### config.mk
export PLATFORM = sky130hd
export DESIGN_NAME = frbt_top
export DESIGN_NICKNAME = d
export VERILOG_FILES = /design/src/rtl/frbt_pkg.sv /design/src/rtl/frbt_tick_gen.sv /design/src/rtl/frbt_timing_calc.sv /design/src/rtl/frbt_top.sv
export SDC_FILE = /design/constraint.sdc
export NUM_CORES = 1
export LEC_CHECK = 0
export ABC_AREA = 1
export BUFFER_PORTS_ARGS = -buffer_cell sky130_fd_sc_hd__buf_2
export CORE_MARGIN = 3
export CORE_UTILIZATION = 45
export CTS_BUF_LIST = sky130_fd_sc_hd__clkbuf_8
export CTS_CLUSTER_DIAMETER = 30
export DETAILED_ROUTE_END_ITERATION = 6
export PLACE_DENSITY = 0.66
export SLEW_MARGIN = 10
export SYNTH_ARGS = -nofsm -noshare
export SYNTH_HDL_FRONTEND = slang
export SYNTH_SLANG_ARGS = --single-unit
### constraint.sdc
create_clock -name clk_sys -period 5.2 [get_ports clk_sys]
set_input_delay 0 -clock clk_sys [delete_from_list [all_inputs] [get_ports clk_sys]]
set_output_delay 0 -clock clk_sys [all_outputs]
set_load 0.03 [all_outputs]
### src/rtl/frbt_pkg.sv
// package: constants and types of the flash rewrite bus timing block
package frbt_pkg;
   // register byte offsets
   localparam logic [7:0]  ADDR_CLK_CTL  = 8'h00;
   localparam logic [7:0]  ADDR_CFG_PROG = 8'h04;
   localparam logic [7:0]  ADDR_CFG_DATA = 8'h08;
   localparam logic [7:0]  ADDR_STATUS   = 8'h0c;
   // reset values and writable masks
   localparam logic [31:0] CLK_CTL_RST   = 32'h0000_0000;
   localparam logic [31:0] CFG_RST       = 32'h0000_0000;
   localparam logic [31:0] CLK_CTL_MASK  = 32'h0000_001f;
   localparam logic [31:0] CFG_MASK      = 32'h0000_0f7f;
   // clock control fields
   localparam int          BASE_SEL_LSB  = 0;
   localparam int          PDIV_LSB      = 2;
   localparam int          MEM_EXP_BIT   = 4;
   // bus config fields
   localparam int          MULT_LSB      = 0;
   localparam int          RD_CODE_LSB   = 2;
   localparam int          RD_EXTRA_BIT  = 6;
   localparam int          WR_SETUP_LSB  = 8;
   localparam int          WR_WIDTH_LSB  = 10;
   // status fields
   localparam int          ST_BUSY_BIT   = 0;
   localparam int          ST_STROBE_BIT = 1;
   localparam int          ST_WRITE_BIT  = 2;
   localparam int          ST_LAST_LSB   = 8;
   // field encodings
   localparam logic [1:0]  MULT_X4       = 2'h3;
   localparam logic [1:0]  PDIV_2        = 2'h0;
   localparam logic [1:0]  PDIV_3        = 2'h1;
   localparam logic [1:0]  PDIV_4        = 2'h2;
   localparam logic [6:0]  MULT_F3       = 7'h03;
   localparam logic [6:0]  MULT_F4       = 7'h04;
   // read strobe shortening and write hold, half base cycles; slowest read step
   localparam logic [6:0]  RD_DELTA_D2   = 7'h02;
   localparam logic [6:0]  RD_DELTA_D3   = 7'h03;
   localparam logic [6:0]  RD_DELTA_D4   = 7'h04;
   localparam logic [6:0]  WR_HOLD_H     = 7'h02;
   localparam logic [2:0]  STEP_SLOWEST  = 3'h6;
   // read wait codes for steps 1 to 7
   localparam logic [3:0]  RD_CODE_LIST [7] = '{4'h0, 4'h1, 4'h5, 4'h6, 4'ha, 4'hb, 4'hf};
   // read cycle in base cycles, steps 1 to 7
   localparam logic [5:0]  RD_D2_M3_X0 [7] = '{6'h04, 6'h08, 6'h0a, 6'h0e, 6'h10, 6'h14, 6'h16};
   localparam logic [5:0]  RD_D2_M3_X1 [7] = '{6'h06, 6'h08, 6'h0c, 6'h0e, 6'h12, 6'h14, 6'h18};
   localparam logic [5:0]  RD_D2_M4    [7] = '{6'h06, 6'h0a, 6'h0e, 6'h12, 6'h16, 6'h1a, 6'h1e};
   localparam logic [5:0]  RD_D3_M3    [7] = '{6'h06, 6'h09, 6'h0c, 6'h0f, 6'h12, 6'h15, 6'h18};
   localparam logic [5:0]  RD_D3_M4_X0 [7] = '{6'h06, 6'h09, 6'h0f, 6'h12, 6'h15, 6'h1b, 6'h1e};
   localparam logic [5:0]  RD_D3_M4_X1 [7] = '{6'h06, 6'h0c, 6'h0f, 6'h12, 6'h18, 6'h1b, 6'h1e};
   localparam logic [5:0]  RD_D4_M3_X0 [7] = '{6'h04, 6'h08, 6'h0c, 6'h10, 6'h10, 6'h14, 6'h18};
   localparam logic [5:0]  RD_D4_M3_X1 [7] = '{6'h08, 6'h08, 6'h0c, 6'h10, 6'h14, 6'h14, 6'h18};
   localparam logic [5:0]  RD_D4_M4    [7] = '{6'h08, 6'h0c, 6'h10, 6'h14, 6'h18, 6'h1c, 6'h20};
   // bus responses
   localparam logic [1:0]  AXI_OKAY      = 2'h0;
   localparam logic [1:0]  AXI_SLVERR    = 2'h2;
   // sequencer states, gray along the write cycle; reads go from strobe straight to idle
   typedef enum logic [1:0] {
      FRBT_IDLE   = 2'h0,
      FRBT_SETUP  = 2'h1,
      FRBT_STROBE = 2'h3,
      FRBT_HOLD   = 2'h2
   } frbt_state_t;
endpackage

### src/rtl/frbt_tick_gen.sv
// half base clock tick generator
`timescale 1ns/1ps
module frbt_tick_gen #(
   parameter int W = 3
) (
   // clock and reset
   input  wire logic       clk_sys,
   input  wire logic       rst_b,
   // divide select
   input  wire logic [1:0] div_sel,
   // tick out
   output logic            tick
);
   logic [W-1:0] cnt_q;
   logic [W-1:0] mask;

   assign mask = ~({W{1'b1}} << div_sel);
   assign tick = ((cnt_q & mask) == mask);

   always_ff @(posedge clk_sys) begin
      if (!rst_b) begin
         cnt_q <= '0;
      end else begin
         cnt_q <= cnt_q + 1'b1;
      end
   end
endmodule

### src/rtl/frbt_timing_calc.sv
// phase lengths of one rewrite bus cycle from its settings
`timescale 1ns/1ps
module frbt_timing_calc (
   // settings
   input  wire logic [31:0] cfg,
   input  wire logic [1:0]  pdiv,
   input  wire logic        is_write,
   // phase lengths in half base cycles and the read wait step
   output logic [6:0]       pre_h,
   output logic [6:0]       str_h,
   output logic [6:0]       hold_h,
   output logic [2:0]       step
);
   logic       m4;
   logic       extra;
   logic [3:0] code;
   logic [5:0] tc;
   logic [6:0] delta;
   logic [6:0] mfac;
   logic [6:0] su;
   logic [6:0] ww;
   logic [6:0] tmp;

   assign m4    = (cfg[frbt_pkg::MULT_LSB +: 2] == frbt_pkg::MULT_X4);
   assign extra = cfg[frbt_pkg::RD_EXTRA_BIT];
   assign code  = cfg[frbt_pkg::RD_CODE_LSB +: 4];
   assign mfac  = m4 ? frbt_pkg::MULT_F4 : frbt_pkg::MULT_F3;
   assign su    = {5'h00, cfg[frbt_pkg::WR_SETUP_LSB +: 2]};
   assign ww    = {5'h00, cfg[frbt_pkg::WR_WIDTH_LSB +: 2]} + 7'h01;

   always_comb begin
      step = frbt_pkg::STEP_SLOWEST;
      for (int i = 0; i < 7; i++) begin
         if (code == frbt_pkg::RD_CODE_LIST[i]) begin
            step = 3'(i);
         end
      end
   end

   always_comb begin
      case (pdiv)
         frbt_pkg::PDIV_2: begin
            delta = frbt_pkg::RD_DELTA_D2;
            if (m4) begin
               tc = frbt_pkg::RD_D2_M4[step];
            end else begin
               tc = extra ? frbt_pkg::RD_D2_M3_X1[step] : frbt_pkg::RD_D2_M3_X0[step];
            end
         end
         frbt_pkg::PDIV_3: begin
            delta = frbt_pkg::RD_DELTA_D3;
            if (m4) begin
               tc = extra ? frbt_pkg::RD_D3_M4_X1[step] : frbt_pkg::RD_D3_M4_X0[step];
            end else begin
               tc = frbt_pkg::RD_D3_M3[step];
            end
         end
         default: begin
            delta = frbt_pkg::RD_DELTA_D4;
            if (m4) begin
               tc = frbt_pkg::RD_D4_M4[step];
            end else begin
               tc = extra ? frbt_pkg::RD_D4_M3_X1[step] : frbt_pkg::RD_D4_M3_X0[step];
            end
         end
      endcase
   end

   // write phases from setup and width steps, read phases from the read cycle and bus divide
   always_comb begin
      tmp = 7'h01 + 7'(mfac * su);
      if (is_write) begin
         pre_h  = {tmp[5:0], 1'b0};
         str_h  = 7'(mfac * ww * 7'h02);
         hold_h = frbt_pkg::WR_HOLD_H;
      end else begin
         pre_h  = delta;
         str_h  = {tc, 1'b0} - delta;
         hold_h = 7'h00;
      end
   end
endmodule

### src/rtl/frbt_top.sv
// flash rewrite bus timing sequencer with axi4-lite registers
// Contract
// - the cycle timing runs from the base clock chosen by the base divide field.
// - all phase lengths are counted in whole or half base clock cycles.
// - the read cycle comes from multiplier, wait code, extra bit and bus divide.
// - the write cycle comes from multiplier, write setup and write width; bus divide does not change it.
// - multiplier 10b is factor 3, 11b factor 4; the seven wait codes are steps 1 to 7.
// - at divide by 2 reads have strobe one cycle short of the cycle, no hold.
// - at divide by 3 reads have strobe 1.5 cycles short of the cycle, no hold.
// - at divide by 4 reads have strobe 2 cycles short of the cycle, no hold.
// - write setup codes give steps 0 to 3 and write width codes steps 1 to 4.
// - in expansion mode data cycles use the data register, else the program one.
`timescale 1ns/1ps
module frbt_top #(
   parameter int ADDR_W = 8,
   parameter int TICK_W = 3
) (
   // clock and reset
   input  wire logic              clk_sys,
   input  wire logic              rst_b,
   // axi4-lite write
   input  wire logic [ADDR_W-1:0] s_axi_awaddr,
   input  wire logic              s_axi_awvalid,
   output logic                   s_axi_awready,
   input  wire logic [31:0]       s_axi_wdata,
   input  wire logic [3:0]        s_axi_wstrb,
   input  wire logic              s_axi_wvalid,
   output logic                   s_axi_wready,
   output logic [1:0]             s_axi_bresp,
   output logic                   s_axi_bvalid,
   input  wire logic              s_axi_bready,
   // axi4-lite read
   input  wire logic [ADDR_W-1:0] s_axi_araddr,
   input  wire logic              s_axi_arvalid,
   output logic                   s_axi_arready,
   output logic [31:0]            s_axi_rdata,
   output logic [1:0]             s_axi_rresp,
   output logic                   s_axi_rvalid,
   input  wire logic              s_axi_rready,
   // rewrite cycle request
   input  wire logic              cyc_req,
   input  wire logic              cyc_write,
   input  wire logic              cyc_data_area,
   output logic                   cyc_busy,
   output logic                   cyc_done,
   // bus strobes
   output logic                   bus_rd_strobe,
   output logic                   bus_wr_strobe
);
   frbt_pkg::frbt_state_t state_q;
   logic [31:0]       clk_ctl_q;
   logic [31:0]       cfg_prog_q;
   logic [31:0]       cfg_data_q;
   logic [ADDR_W-1:0] awaddr_q;
   logic [31:0]       wdata_q;
   logic [3:0]        wstrb_q;
   logic              aw_have_q;
   logic              w_have_q;
   logic              bvalid_q;
   logic [1:0]        bresp_q;
   logic              rvalid_q;
   logic [31:0]       rdata_q;
   logic [1:0]        rresp_q;
   logic              wr_en;
   logic [7:0]        waddr;
   logic [7:0]        raddr;
   logic              tick;
   logic [31:0]       cfg_sel;
   logic [6:0]        calc_pre;
   logic [6:0]        calc_str;
   logic [6:0]        calc_hold;
   logic [2:0]        calc_step;
   logic [6:0]        pre_q;
   logic [6:0]        str_q;
   logic [6:0]        hold_q;
   logic              wr_q;
   logic [1:0]        pdiv_q;
   logic [6:0]        last_len_q;
   logic [6:0]        cnt_q;
   logic [6:0]        len;
   logic              last;
   logic              start;
   logic              done_q;
   logic [31:0]       status;

   function automatic logic [31:0] merge(input logic [31:0] old_v, input logic [31:0] new_v,
                                         input logic [3:0] strb);
      logic [31:0] res;
      res = old_v;
      for (int i = 0; i < 4; i++) begin
         if (strb[i]) begin
            res[i*8 +: 8] = new_v[i*8 +: 8];
         end
      end
      return res;
   endfunction
   // axi handshakes
   assign s_axi_awready = !aw_have_q && !bvalid_q;
   assign s_axi_wready  = !w_have_q && !bvalid_q;
   assign s_axi_bvalid  = bvalid_q;
   assign s_axi_bresp   = bresp_q;
   assign s_axi_arready = !rvalid_q;
   assign s_axi_rvalid  = rvalid_q;
   assign s_axi_rdata   = rdata_q;
   assign s_axi_rresp   = rresp_q;
   assign wr_en = aw_have_q && w_have_q && !bvalid_q;
   assign waddr = 8'(awaddr_q) & 8'hfc;
   assign raddr = 8'(s_axi_araddr) & 8'hfc;
   always_ff @(posedge clk_sys) begin
      if (!rst_b) begin
         aw_have_q <= 1'b0;
         w_have_q  <= 1'b0;
         awaddr_q  <= '0;
         wdata_q   <= 32'h0000_0000;
         wstrb_q   <= 4'h0;
      end else begin
         if (s_axi_awvalid && s_axi_awready) begin
            aw_have_q <= 1'b1;
            awaddr_q  <= s_axi_awaddr;
         end else if (wr_en) begin
            aw_have_q <= 1'b0;
         end
         if (s_axi_wvalid && s_axi_wready) begin
            w_have_q <= 1'b1;
            wdata_q  <= s_axi_wdata;
            wstrb_q  <= s_axi_wstrb;
         end else if (wr_en) begin
            w_have_q <= 1'b0;
         end
      end
   end

   // register writes and write response
   always_ff @(posedge clk_sys) begin
      if (!rst_b) begin
         clk_ctl_q  <= frbt_pkg::CLK_CTL_RST;
         cfg_prog_q <= frbt_pkg::CFG_RST;
         cfg_data_q <= frbt_pkg::CFG_RST;
         bvalid_q   <= 1'b0;
         bresp_q    <= frbt_pkg::AXI_OKAY;
      end else begin
         if (wr_en) begin
            bvalid_q <= 1'b1;
            bresp_q  <= frbt_pkg::AXI_OKAY;
            case (waddr)
               frbt_pkg::ADDR_CLK_CTL: begin
                  clk_ctl_q <= merge(clk_ctl_q, wdata_q, wstrb_q) & frbt_pkg::CLK_CTL_MASK;
               end
               frbt_pkg::ADDR_CFG_PROG: begin
                  cfg_prog_q <= merge(cfg_prog_q, wdata_q, wstrb_q) & frbt_pkg::CFG_MASK;
               end
               frbt_pkg::ADDR_CFG_DATA: begin
                  cfg_data_q <= merge(cfg_data_q, wdata_q, wstrb_q) & frbt_pkg::CFG_MASK;
               end
               frbt_pkg::ADDR_STATUS: bresp_q <= frbt_pkg::AXI_OKAY;
               default: bresp_q <= frbt_pkg::AXI_SLVERR;
            endcase
         end else if (s_axi_bready) begin
            bvalid_q <= 1'b0;
         end
      end
   end

   // status word
   always_comb begin
      status = 32'h0000_0000;
      status[frbt_pkg::ST_BUSY_BIT]        = (state_q != frbt_pkg::FRBT_IDLE);
      status[frbt_pkg::ST_STROBE_BIT]      = (state_q == frbt_pkg::FRBT_STROBE);
      status[frbt_pkg::ST_WRITE_BIT]       = wr_q;
      status[frbt_pkg::ST_LAST_LSB +: 7]   = last_len_q;
   end

   // register reads
   always_ff @(posedge clk_sys) begin
      if (!rst_b) begin
         rvalid_q <= 1'b0;
         rdata_q  <= 32'h0000_0000;
         rresp_q  <= frbt_pkg::AXI_OKAY;
      end else if (s_axi_arvalid && s_axi_arready) begin
         rvalid_q <= 1'b1;
         rresp_q  <= frbt_pkg::AXI_OKAY;
         case (raddr)
            frbt_pkg::ADDR_CLK_CTL: rdata_q <= clk_ctl_q;
            frbt_pkg::ADDR_CFG_PROG: rdata_q <= cfg_prog_q;
            frbt_pkg::ADDR_CFG_DATA: rdata_q <= cfg_data_q;
            frbt_pkg::ADDR_STATUS: rdata_q <= status;
            default: begin
               rdata_q <= 32'h0000_0000;
               rresp_q <= frbt_pkg::AXI_SLVERR;
            end
         endcase
      end else if (s_axi_rready) begin
         rvalid_q <= 1'b0;
      end
   end

   frbt_tick_gen #(
      .W       (TICK_W)
   ) u_tick (
      .clk_sys (clk_sys),
      .rst_b   (rst_b),
      .div_sel (clk_ctl_q[frbt_pkg::BASE_SEL_LSB +: 2]),
      .tick    (tick)
   );

   assign cfg_sel = (cyc_data_area && clk_ctl_q[frbt_pkg::MEM_EXP_BIT]) ? cfg_data_q : cfg_prog_q;
   frbt_timing_calc u_calc (
      .cfg      (cfg_sel),
      .pdiv     (clk_ctl_q[frbt_pkg::PDIV_LSB +: 2]),
      .is_write (cyc_write),
      .pre_h    (calc_pre),
      .str_h    (calc_str),
      .hold_h   (calc_hold),
      .step     (calc_step)
   );

   assign start = cyc_req && (state_q == frbt_pkg::FRBT_IDLE);
   always_ff @(posedge clk_sys) begin
      if (!rst_b) begin
         pre_q      <= 7'h00;
         str_q      <= 7'h00;
         hold_q     <= 7'h00;
         wr_q       <= 1'b0;
         pdiv_q     <= frbt_pkg::PDIV_2;
         last_len_q <= 7'h00;
      end else if (start) begin
         pre_q      <= calc_pre;
         str_q      <= calc_str;
         hold_q     <= calc_hold;
         wr_q       <= cyc_write;
         pdiv_q     <= clk_ctl_q[frbt_pkg::PDIV_LSB +: 2];
         last_len_q <= calc_pre + calc_str + calc_hold;
      end
   end

   always_comb begin
      case (state_q)
         frbt_pkg::FRBT_SETUP: len = pre_q;
         frbt_pkg::FRBT_STROBE: len = str_q;
         frbt_pkg::FRBT_HOLD: len = hold_q;
         default: len = 7'h01;
      endcase
   end
   assign last = tick && (cnt_q == len - 7'h01);
   always_ff @(posedge clk_sys) begin
      if (!rst_b) begin
         state_q <= frbt_pkg::FRBT_IDLE;
         cnt_q   <= 7'h00;
         done_q  <= 1'b0;
      end else begin
         done_q <= 1'b0;
         cnt_q  <= last ? 7'h00 : cnt_q + 7'(tick);
         case (state_q)
            frbt_pkg::FRBT_IDLE: begin
               if (start) begin
                  state_q <= frbt_pkg::FRBT_SETUP;
               end
            end
            frbt_pkg::FRBT_SETUP: begin
               if (last) begin
                  state_q <= frbt_pkg::FRBT_STROBE;
               end
            end
            frbt_pkg::FRBT_STROBE: begin
               if (last) begin
                  state_q <= (hold_q == 7'h00) ? frbt_pkg::FRBT_IDLE : frbt_pkg::FRBT_HOLD;
                  done_q  <= (hold_q == 7'h00);
               end
            end
            frbt_pkg::FRBT_HOLD: begin
               if (last) begin
                  state_q <= frbt_pkg::FRBT_IDLE;
                  done_q  <= 1'b1;
               end
            end
            default: begin
               state_q <= frbt_pkg::FRBT_IDLE;
            end
         endcase
      end
   end
   assign cyc_busy      = (state_q != frbt_pkg::FRBT_IDLE);
   assign cyc_done      = done_q;
   assign bus_rd_strobe = (state_q == frbt_pkg::FRBT_STROBE) && !wr_q;
   assign bus_wr_strobe = (state_q == frbt_pkg::FRBT_STROBE) && wr_q;
   // tick counts for checking
   logic [6:0] chk_all_q;
   logic [6:0] chk_str_q;
   logic [6:0] chk_mfac;
   always_ff @(posedge clk_sys) begin
      if (!rst_b || start) begin
         chk_all_q <= 7'h00;
         chk_str_q <= 7'h00;
      end else if (tick && cyc_busy) begin
         chk_all_q <= chk_all_q + 7'h01;
         chk_str_q <= chk_str_q + 7'(state_q == frbt_pkg::FRBT_STROBE);
      end
   end
   assign chk_mfac = (cfg_sel[frbt_pkg::MULT_LSB +: 2] == frbt_pkg::MULT_X4) ? 7'h04 : 7'h03;
endmodule

==> key figures, run 1 <==
Die
  – Initial Util: 0.471
  – Num rows: 40
  – Core box area: approximately 0.012 mm2
  – I/O pin count: 107
  – Die height: ~120 um
  – Die X: 119 um
  – Full die area: 0.0142 mm2

Route
  – Post-DRT Antenna Nets: 0
  – Wire per inst: between 10 and 15 um
  – 1st-iter DRT viols: 355
  – Pre-antenna DRT Iters: 6
  – Avg Vias per Cell: 5.00
  – Total DRC errors in the routed layout: 0
  – Total wire length: between 10000 and 15000 um
  – Vias: between 5000 and 6000

Logic synthesis
  – Synth Warn #: 0
  – Mean post-synth cell area: 6.97 um2
  – Yosys cell types: 48
  – Post-synthesis cell area: 0.00578 mm2
  – Most used DFF post-synth: dfxtp_1
  – Register area share after synthesis: 0.339
  – Leading area contributor after synthesis: dfxtp_1
  – Synth async-reset ratio: 0
  – Synth area leaders: dfxtp_1, nand2_1, nor2_1
  – Yosys reg bits: a little under 100
  – Cells after synthesis: ~830
  – Number of synthesized flops with an enable pin: 0
  – Top-count cell post-synth: nand2_1
  – Top-area cell type share of the netlist area: 0.339
  – Most instantiated cells after synthesis: nand2_1, nor2_1, inv_1, dfxtp_1, o21ai_0

Timing
  – Crit share post-route: 0.904
  – Slew Viols, Final: 0
  – Setup Viol. Count Final: 0
  – TNS Setup: 0 ns
  – Tmin final: between 4 and 5 ns
  – RSZ-0062 raised after global routing: false
  – Hold Vio Cnt, Final: 0
  – Slew margin rel.: 0.475
  – Clk_skew: between 0.007 and 0.008 ns
  – Fmax: 213 MHz
  – Worst slew pin tran: 0.783 ns

GRT
  – First-pass GRT wire length: approximately 23000 um
  – Tot GR Track Use: 0.200
  – Gr ovfl total: 0
  – Initial antenna violation count: 0
  – Vias in the first global route: slightly below 5000
  – Largest net degree at the start of global routing: roughly 70

Placement
  – Port-buffer cells: between 50 and 60
  – GP Congestion: between 0.8 and 0.9
  – DP HPWL: between 10000 and 15000 um

Power and ir drop
  – Power Total: about 1.6 mW
  – Leak Pwr: between 2 and 3 nW
  – PwrDens: around 240 mW/mm2
  – Worst VDD drop: between 0.2 and 0.25 mV

Clock network
  – TritonCTS clock tree: built
  – Clk buf depth: 2
  – Cts bufs inserted: 9
  – CTS Hold Bufs: 21
  – Postcts setup bufs: 0
  – # clock sinks: 98
  – Reg clk slew, reported paths: approximately 0.10 ns
  – Root Buffer: clkbuf_8
  – Max H-tree Level: 3
  – Post-CTS sizing: 0
  – Skew-Pair Late Insertion Delay: 0.38 ns

Hold path
  – Hold Crit Class: input pin to register

Layout
  – Nets: between 900 and 1000
  – Number of fillers in the final layout: between 1000 and 1500
  – Layout cells sized above 1: 0.146
  – Area grow syn2layout: 12.8%
  – Antenna Cells: 0

Setup path
  – CP most frequent cell: inv_1
  – CP Launch Type: register
  – Nature of the critical path endpoint: register
  – Critical path type: register to register
  – Crit path arrival time: ~5.0 ns
  – Max incr delay on CP: just under 0.4 ns
  – Worst path required time: roughly 5.5 ns
  – Crit-path slowest cell: dfxtp_1
  – Crit Path Max Fanout: 11

Job
  – Max Cap Viol: 0

Status
  – Outcome: finished clean
[registers in the layout (all words and copies together), names as in the netlist, 2 cells and up]
register / count
str_q: 6
awaddr_q: 6
wdata_q: 11
clk_ctl_q: 5
u_tick.cnt_q: 3
cfg_prog_q: 11
pre_q: 6
cfg_data_q: 11
wstrb_q: 2
cnt_q: 7
state_q: 2
s_axi_rdata: 14
last_len_q: 6
[metal layers]
metal  routed length (um)  track usage  vias to the layer above
met2                 6100        0.318                      142
met4                  259       0.0694                        0
met1                 6760        0.276                     2405
li1                     -            -                     2802
met3                  632       0.0313                       17
met5                    0            0                        -
[worst max-delay path: cells and delay by family (launching register included)]
family | cells | cell delay [ns]
and+or+nand+nor | 16 | 1.78
buffers and inverters | 8 | 0.71
AOI/OAI and AO/OA | 5 | 0.60
xor gates and xnor gates | 1 | 0.22
DFF | 1 | 0.39
adders and majority gates | 3 | 0.89
[cell type report]
cell class | count | area [um2] | share of cell area
Sequential cell | 98 | 1960 | 0.301
Inverter | 105 | 394 | 0.0604
Tap cell | 168 | 210 | 0.0322
Clock buffer | 9 | 124 | 0.0190
Multi-Input combinational cell | 601 | 3230 | 0.495
Timing Repair Buffer | 86 | 551 | 0.0844
Clock inverter | 7 | 53.8 | 0.00825
[power by group]
| part | switching [mW] | internal [mW] | total (mW) | leakage, nW |
|---|---|---|---|---|
| clock network | 0.286 | 0.177 | 0.463 | 0.0822 |
| logic | 0.189 | 0.103 | 0.291 | 2.08 |
| registers | 0.0316 | 0.796 | 0.828 | 0.801 |
| total | 0.506 | 1.08 | 1.58 | 2.97 |
[metrics by stage]
stage / utilization / worst slack (ns) / std cells / hold slack (ns) / instance area, um2
floorplan: - / 1.19 / 848 / 0.163 / 5850
global placement: 0.500 / 0.639 / 1037 / 0.250 / 6130
detailed placement: 0.500 / 0.565 / 1037 / 0.256 / 6130
CTS: 0.532 / 0.532 / 1074 / 0.00853 / 6520
global route: 0.532 / 0.0297 / 1074 / 0.0482 / 6520
finish: 0.532 / 0.501 / 1074 / 0.0197 / 6520
[worst paths after layout]
check            startpoint             end  slack, ns  cells after the start
max reg2reg    clk_ctl_q[4]   last_len_q[6]       0.50                     33
min reg2reg  s_axi_rdata[4]  s_axi_rdata[4]       0.47                      2
min               cyc_write        pre_q[1]       0.02                      3
max            clk_ctl_q[4]   last_len_q[6]       0.50                     33
[logic make-up (layout without fill, tap and decap cells)]
group,Yosys count,count (layout),synth area share
AOI/OAI and AO/OA,183,183,0.174
xor gates and xnor gates,15,15,0.0227
adders and majority gates,29,29,0.0667
buffers and inverters,149,207,0.115
DFF,98,98,0.339
muxes,1,1,0.00195
other,1,20,0.000649
and+or+nand+nor,353,353,0.280
[cells in the final DEF (no fill, tap or decap), types with 4 or more instances in the layout]
cell type	instances
nand2_1	132
dlygate4sd3_1	21
nor2_4	4
nor3_1	4
a31oi_1	4
dfxtp_1	98
buf_2	59
nor2_1	116
conb_1	20
clkbuf_8	9
buf_4	6
nand3_2	6
o22ai_1	9
nand3_1	44
nor2_2	6
ha_1	26
a21oi_1	64
inv_1	100
o21ai_0	82
o221ai_1	5
nor4_1	7
xnor2_1	9
xor2_1	6
nand2_4	6
nand2_2	17
Note: power is estimated with default switching activity, not from simulation.
==> run 2: changes to the inputs <==
--- a/config.mk
+++ b/config.mk
@@ -7,12 +7,13 @@
 export LEC_CHECK = 0
 export ABC_AREA = 1
 export BUFFER_PORTS_ARGS = -buffer_cell sky130_fd_sc_hd__buf_2
+export CORE_ASPECT_RATIO = 1.75
 export CORE_MARGIN = 3
 export CORE_UTILIZATION = 45
 export CTS_BUF_LIST = sky130_fd_sc_hd__clkbuf_8
 export CTS_CLUSTER_DIAMETER = 30
 export DETAILED_ROUTE_END_ITERATION = 6
-export PLACE_DENSITY = 0.66
+export PLACE_DENSITY_LB_ADDON = 0.12
 export SLEW_MARGIN = 10
 export SYNTH_ARGS = -nofsm -noshare
 export SYNTH_HDL_FRONTEND = slang
==> key figures, run 2 (synthesized netlist as in run 1, its figures left out) <==
Setup path
  – Nature of the critical path endpoint: register
  – CP Launch Type: register
  – Crit Path Max Fanout: 18 (+7)
  – Crit path arrival time: 4.98 ns (about the same)
  – Worst path required time: 5.49 ns (about the same)
  – Reg2reg path depth: 22 (-33%)
  – Max incr delay on CP: 0.56 ns (+0.17 ns)
  – FF-to-FF setup slack: 0.52 ns (+0.02 ns)
  – Crit-path slowest cell: fa_1
  – Cells along the critical path: nand2_4, o21ai_0, ha_1, nand2_1, fa_1, inv_1, ha_1, o21ai_0, inv_1, ha_1, ha_1, a21oi_1, and2_1, inv_1, a21oi_1, o21bai_1, xnor2_1, inv_1, nand3_1, nand3_1, nand2_1, inv_1
  – CP most frequent cell: inv_1
  – Critical path type: register to register
  – Reg2reg start: clk_ctl_q[4]
  – RR Endpoint: last_len_q[6]

Timing
  – Fmax: 214 MHz (+0.37%)
  – Tmin final: 4.68 ns (-0.0174 ns)
  – Slew margin rel.: 0.268 (-0.207)
  – Setup Viol. Count Final: 0 (unchanged)
  – Slew Viols, Final: 0 (unchanged)
  – Worst slew pin tran: 1.09 ns (+0.306 ns)
  – PnR worst setup slack: 0.518 ns (+0.0174 ns)
  – Hold Vio Cnt, Final: 0 (unchanged)
  – Crit share post-route: 0.900 (-0.00335)
  – Clk_skew: 0.0150 ns (+0.00779 ns)
  – TNS Setup: 0 ns (unchanged)
  – RSZ-0062 raised after global routing: false
  – Hold slack: 0.0224 ns (+0.00272 ns)

GRT
  – First-pass GRT wire length: 24600 um (+5.5%)
  – Initial antenna violation count: 0 (unchanged)
  – Tot GR Track Use: 0.215 (+0.0155)
  – Gr ovfl total: 0 (unchanged)
  – Vias in the first global route: 5197 (+6.3%)
  – Largest net degree at the start of global routing: 68 (unchanged)

Clock network
  – # clock sinks: 98 (unchanged)
  – Postcts setup bufs: 0 (unchanged)
  – Cts bufs inserted: 9 (unchanged)
  – Root Buffer: clkbuf_8
  – Skew-Pair Late Insertion Delay: 0.38 ns (about the same)
  – Clk buf depth: 2 (unchanged)
  – Max H-tree Level: 3 (unchanged)
  – Reg clk slew, reported paths: 0.11 ns (about the same)
  – TritonCTS clock tree: built

Layout
  – Post-route cell area: 0.00654 mm2 (+0.21%)
  – Post-Route Utilization: 0.523 (-0.00902)
  – Finished Layout Cells: 1073 (-0.093%)
  – Largest register FFs: 14 (unchanged)
  – Area grow syn2layout: 13.1%
  – Number of fillers in the final layout: 1299 (+5.9%)
  – Nets: 991 (-0.10%)
  – Layout cells sized above 1: 0.145 (-0.000944)
  – Most frequent cells in the layout: nand2_1, nor2_1, inv_1, dfxtp_1, o21ai_0
  – Antenna Cells: 0 (unchanged)
  – Most common cell after layout, fill and taps aside: nand2_1

Route
  – Post-DRT Antenna Nets: 0 (unchanged)
  – Total wire length: 15100 um (+9.8%)
  – Vias: 5523 (+2.9%)
  – Pre-antenna DRT Iters: 5 (-1)
  – Avg Vias per Cell: 5.15 (+3.0%)
  – Wire per inst: 14.1 um (+9.9%)
  – 1st-iter DRT viols: 191 (-46%)
  – Total DRC errors in the routed layout: 0 (unchanged)

Die
  – Die X: 91.7 um (-23%)
  – Initial Util: 0.462 (-0.00897)
  – I/O pin count: 107 (unchanged)
  – Full die area: 0.0143 mm2 (+0.37%)
  – Core box area: 0.0125 mm2 (+1.9%)
  – Die height: 156 um (+31%)
  – Num rows: 54 (+35%)

Placement
  – Area after DPL: 0.00613 mm2 (-0.12%)
  – Pre-CTS WS: 0.474 ns (-0.0904 ns)
  – Placed cells: 1036 (-0.096%)
  – DP HPWL: 11800 um (+15%)
  – Port-buffer cells: 59 (unchanged)
  – GP Congestion: 0.870 (+4.2%)

Power and ir drop
  – Power Total: 1.62 mW (+2.2%)
  – PwrDens: 247 mW/mm2 (+1.9%)
  – Worst VDD drop: 0.237 mV (+14%)
  – Leak Pwr: 2.98 nW (+0.34%)

Job
  – Max Cap Viol: 0 (unchanged)

Status
  – Outcome: finished clean

Hold path
  – Hold EP: pre_q[1]
  – Hold Startpoint: cyc_write
  – Hold Crit Class: input pin to register
  – Hold Path Depth: 3 (unchanged)
[run 2: timing repair]
action,4_1_cts,5_1_grt
endpoints found under the hold margin,21,0
resized for setup,0,0
hold buffers,21,0
[run 2: where the power goes]
| part | leakage, nW | internal [mW] | switching (mW) | total, mW |
|---|---|---|---|---|
| sequential | 0.801 | 0.796 | 0.0334 | 0.830 |
| clock | 0.0978 | 0.198 | 0.293 | 0.491 |
| combinational | 2.08 | 0.103 | 0.192 | 0.295 |
| total | 2.98 | 1.10 | 0.519 | 1.62 |
[run 2: worst max path at each step]
| stage | slack (ns) | to | cells after the start | startpoint |
|---|---|---|---|---|
| after floorplan | 1.19 | last_len_q[6] | 22 | clk_ctl_q[4] |
| after global placement | 0.62 | last_len_q[6] | 22 | clk_ctl_q[4] |
| final | 0.52 | last_len_q[6] | 22 | clk_ctl_q[4] |
| after detailed placement | 0.47 | last_len_q[6] | 22 | clk_ctl_q[4] |
| after global routing | 0.08 | last_len_q[6] | 33 | clk_ctl_q[4] |
| after CTS | 0.47 | last_len_q[6] | 22 | clk_ctl_q[4] |
[run 2: worst max-delay path, delay by kind of cell (launching register included)]
family / cells / cell delay (ns)
buf+inv: 5 / 0.29
simple gates: 6 / 0.73
compound gates: 5 / 1.25
fa+ha+maj: 5 / 1.75
xor+xnor: 1 / 0.20
flops: 1 / 0.38
[run 2: cell type report]
type | count | area (um2) | area share
clock buffer | 10 | 138 | 0.0211
clock inverter | 6 | 61.3 | 0.00938
timing repair buffer | 85 | 543 | 0.0831
inverter | 105 | 394 | 0.0603
tap | 168 | 210 | 0.0322
sequential | 98 | 1960 | 0.300
multi-input combinational | 601 | 3230 | 0.494
[run 2: layer usage]
| layer | GRT usage | vias to the layer above | share of wire |
|---|---|---|---|
| met5 | 0 | - | 0 |
| met4 | 0.0820 | 0 | 0.030 |
| met3 | 0.0290 | 32 | 0.034 |
| met2 | 0.433 | 135 | 0.57 |
| met1 | 0.219 | 2558 | 0.37 |
| li1 | - | 2798 | - |
==> run 3: changes to the inputs <==
--- a/config.mk
+++ b/config.mk
@@ -14,6 +14,7 @@
 export CTS_CLUSTER_DIAMETER = 30
 export DETAILED_ROUTE_END_ITERATION = 6
 export PLACE_DENSITY_LB_ADDON = 0.12
+export RECOVER_POWER = 50
 export SLEW_MARGIN = 10
 export SYNTH_ARGS = -nofsm -noshare
 export SYNTH_HDL_FRONTEND = slang
==> key figures, run 3 (synthesized netlist as in run 1, its figures left out) <==
Timing
  – Tmin final: 4.69 ns (+0.00502 ns)
  – Fmax: 213 MHz (-0.11%)
  – Slew margin rel.: -0.702 (-0.970)
  – TNS Setup: 0 ns (unchanged)
  – Hold Vio Cnt, Final: 0 (unchanged)
  – RSZ-0062 raised after global routing: false
  – Hold slack: 0.0289 ns (+0.00650 ns)
  – Clk_skew: 0.0147 ns (-0.000373 ns)
  – Slew Viols, Final: 68 (+68)
  – Crit share post-route: 0.901 (+0.000966)
  – Worst slew pin tran: 2.55 ns (+1.46 ns)
  – Setup Viol. Count Final: 0 (unchanged)

GRT
  – Gr ovfl total: 0 (unchanged)
  – Initial antenna violation count: 0 (unchanged)
  – Largest net degree at the start of global routing: 68 (unchanged)
  – First-pass GRT wire length: 24600 um (unchanged)
  – Vias in the first global route: 5197 (unchanged)
  – Tot GR Track Use: 0.215 (unchanged)

Die
  – Core box area: 0.0125 mm2 (unchanged)
  – I/O pin count: 107 (unchanged)
  – Num rows: 54 (unchanged)
  – Die height: 156 um (unchanged)
  – Full die area: 0.0143 mm2 (unchanged)
  – Initial Util: 0.462 (unchanged)
  – Die X: 91.7 um (unchanged)

Route
  – Avg Vias per Cell: 5.17 (+0.43%)
  – Pre-antenna DRT Iters: 5 (unchanged)
  – Wire per inst: 14.1 um (about the same)
  – Vias: 5547 (+0.43%)
  – 1st-iter DRT viols: 182 (-4.7%)
  – Post-DRT Antenna Nets: 0 (unchanged)
  – Total wire length: 15100 um (about the same)
  – Total DRC errors in the routed layout: 0 (unchanged)

Setup path
  – Worst path top cell family by delay: adder cells
  – Crit-path slowest cell: fa_1
  – Nature of the critical path endpoint: register
  – Crit Path Max Fanout: 18 (unchanged)
  – Worst path required time: 5.49 ns (about the same)
  – Crit path arrival time: 4.98 ns (about the same)
  – CP Launch Type: register
  – Critical path type: register to register
  – Worst path bufs/invs: 5 (unchanged)
  – Cells along the critical path: nand2_4, o21ai_0, ha_1, nand2_1, fa_1, inv_1, ha_1, o21ai_0, inv_1, ha_1, ha_1, a21oi_1, and2_1, inv_1, a21oi_1, o21bai_1, xnor2_1, inv_1, nand3_1, nand3_1, nand2_1, inv_1
  – CP most frequent cell: inv_1
  – Max incr delay on CP: 0.56 ns (about the same)

Layout
  – Post-route cell area: 0.00650 mm2 (-0.54%)
  – Largest register FFs: 14 (unchanged)
  – Layout cells sized above 1: 0.116 (-0.0287)
  – Post-Route Utilization: 0.520 (-0.00280)
  – Area grow syn2layout: 12.5%
  – Antenna Cells: 0 (unchanged)
  – Nets: 991 (unchanged)
  – Most frequent cells in the layout: nand2_1, nor2_1, inv_1, dfxtp_1, o21ai_0
  – Most common cell after layout, fill and taps aside: nand2_1

Power and ir drop
  – P_int: 1.10 mW (-0.12%)
  – Worst VDD drop: 0.237 mV (about the same)
  – Part of the power in registers: 0.514 (about the same)
  – Sw Share: 0.321 (about the same)
  – Power Total: 1.61 mW (-0.13%)
  – Psw: 518 uW (-0.14%)
  – Part of the power in combinational logic: 0.182 (about the same)
  – Leak Pwr: 2.87 nW (-3.4%)
  – Clk network pwr share: 0.304 (about the same)
  – PwrDens: 248 mW/mm2 (+0.41%)

Placement
  – Port-buffer cells: 59 (unchanged)
  – Area after DPL: 0.00613 mm2 (unchanged)
  – GP Congestion: 0.870 (unchanged)
  – DP HPWL: 11800 um (unchanged)

Clock network
  – Postcts setup bufs: 0 (unchanged)
  – Post-CTS sizing: 0 (unchanged)
  – TritonCTS clock tree: built
  – Max H-tree Level: 3 (unchanged)
  – CTS Hold Bufs: 21 (unchanged)
  – Skew-Pair Late Insertion Delay: 0.38 ns (about the same)
  – Clk buf depth: 2 (unchanged)
  – Root Buffer: clkbuf_8
  – Cts bufs inserted: 9 (unchanged)
  – # clock sinks: 98 (unchanged)
  – Reg clk slew, reported paths: 0.11 ns (about the same)

Job
  – Max Cap Viol: 1 (+1)

Status
  – Outcome: finished, violations left
  – Failing checks: max-capacitance violations, max-slew violations

Hold path
  – Hold Crit Class: input pin to register
-- run 3: cell count changes in the layout (fill, tap and decap cells not counted), sizes merged --
cell	before	now
buf	64	38
clkbuf	10	36
-- run 3: power groups by stage --
stage	sequential, mW	combinational [mW]	clock (mW)
finish	0.830	0.294	0.490
global route	0.836	0.331	0.536
CTS	0.830	0.297	0.502
detailed placement	0.847	0.284	0
global placement	0.846	0.276	0
floorplan	0.844	0.224	0
-- run 3: layer usage --
layer	global-route usage	wire length [um]
met1	0.219	5510
met2	0.433	8550
met3	0.0290	526
met4	0.0820	501
met5	0	0
-- run 3: worst register-to-register path, cell delays in order, from the launching register on --
cell and delay, ns:
dfxtp_1 0.38, nand2_4 0.17, o21ai_0 0.53, ha_1 0.28
nand2_1 0.10, fa_1 0.56, inv_1 0.04, ha_1 0.28
o21ai_0 0.37, inv_1 0.09, ha_1 0.29, ha_1 0.35
a21oi_1 0.14, and2_1 0.17, inv_1 0.05, a21oi_1 0.12
o21bai_1 0.10, xnor2_1 0.20, inv_1 0.06, nand3_1 0.08
nand3_1 0.12, nand2_1 0.10, inv_1 0.04
-- run 3: cell type report --
type                            instances  area (um2)
Timing Repair Buffer                   85         508
Clock inverter                          6        61.3
Fill cell                            1308        6000
Clock buffer                           10         138
Multi-Input combinational cell        601        3230
Inverter                              105         394
Sequential cell                        98        1960
Tap cell                              168         210
-- run 3: through the flow --
step	std cells	setup WS, ns
finish	1073	0.513
global route	1073	0.0815
global placement	1036	0.623
floorplan	848	1.19
detailed placement	1036	0.474
CTS	1073	0.468
-- run 3: worst paths after layout --
check | startpoint | cells after the start | slack, ns | to
setup / recovery | clk_ctl_q[4] | 22 | 0.51 | last_len_q[6]
hold / removal | cyc_write | 3 | 0.03 | pre_q[1]
setup reg to reg | clk_ctl_q[4] | 22 | 0.51 | last_len_q[6]
hold reg to reg | wstrb_q[0] | 2 | 0.47 | wstrb_q[0]
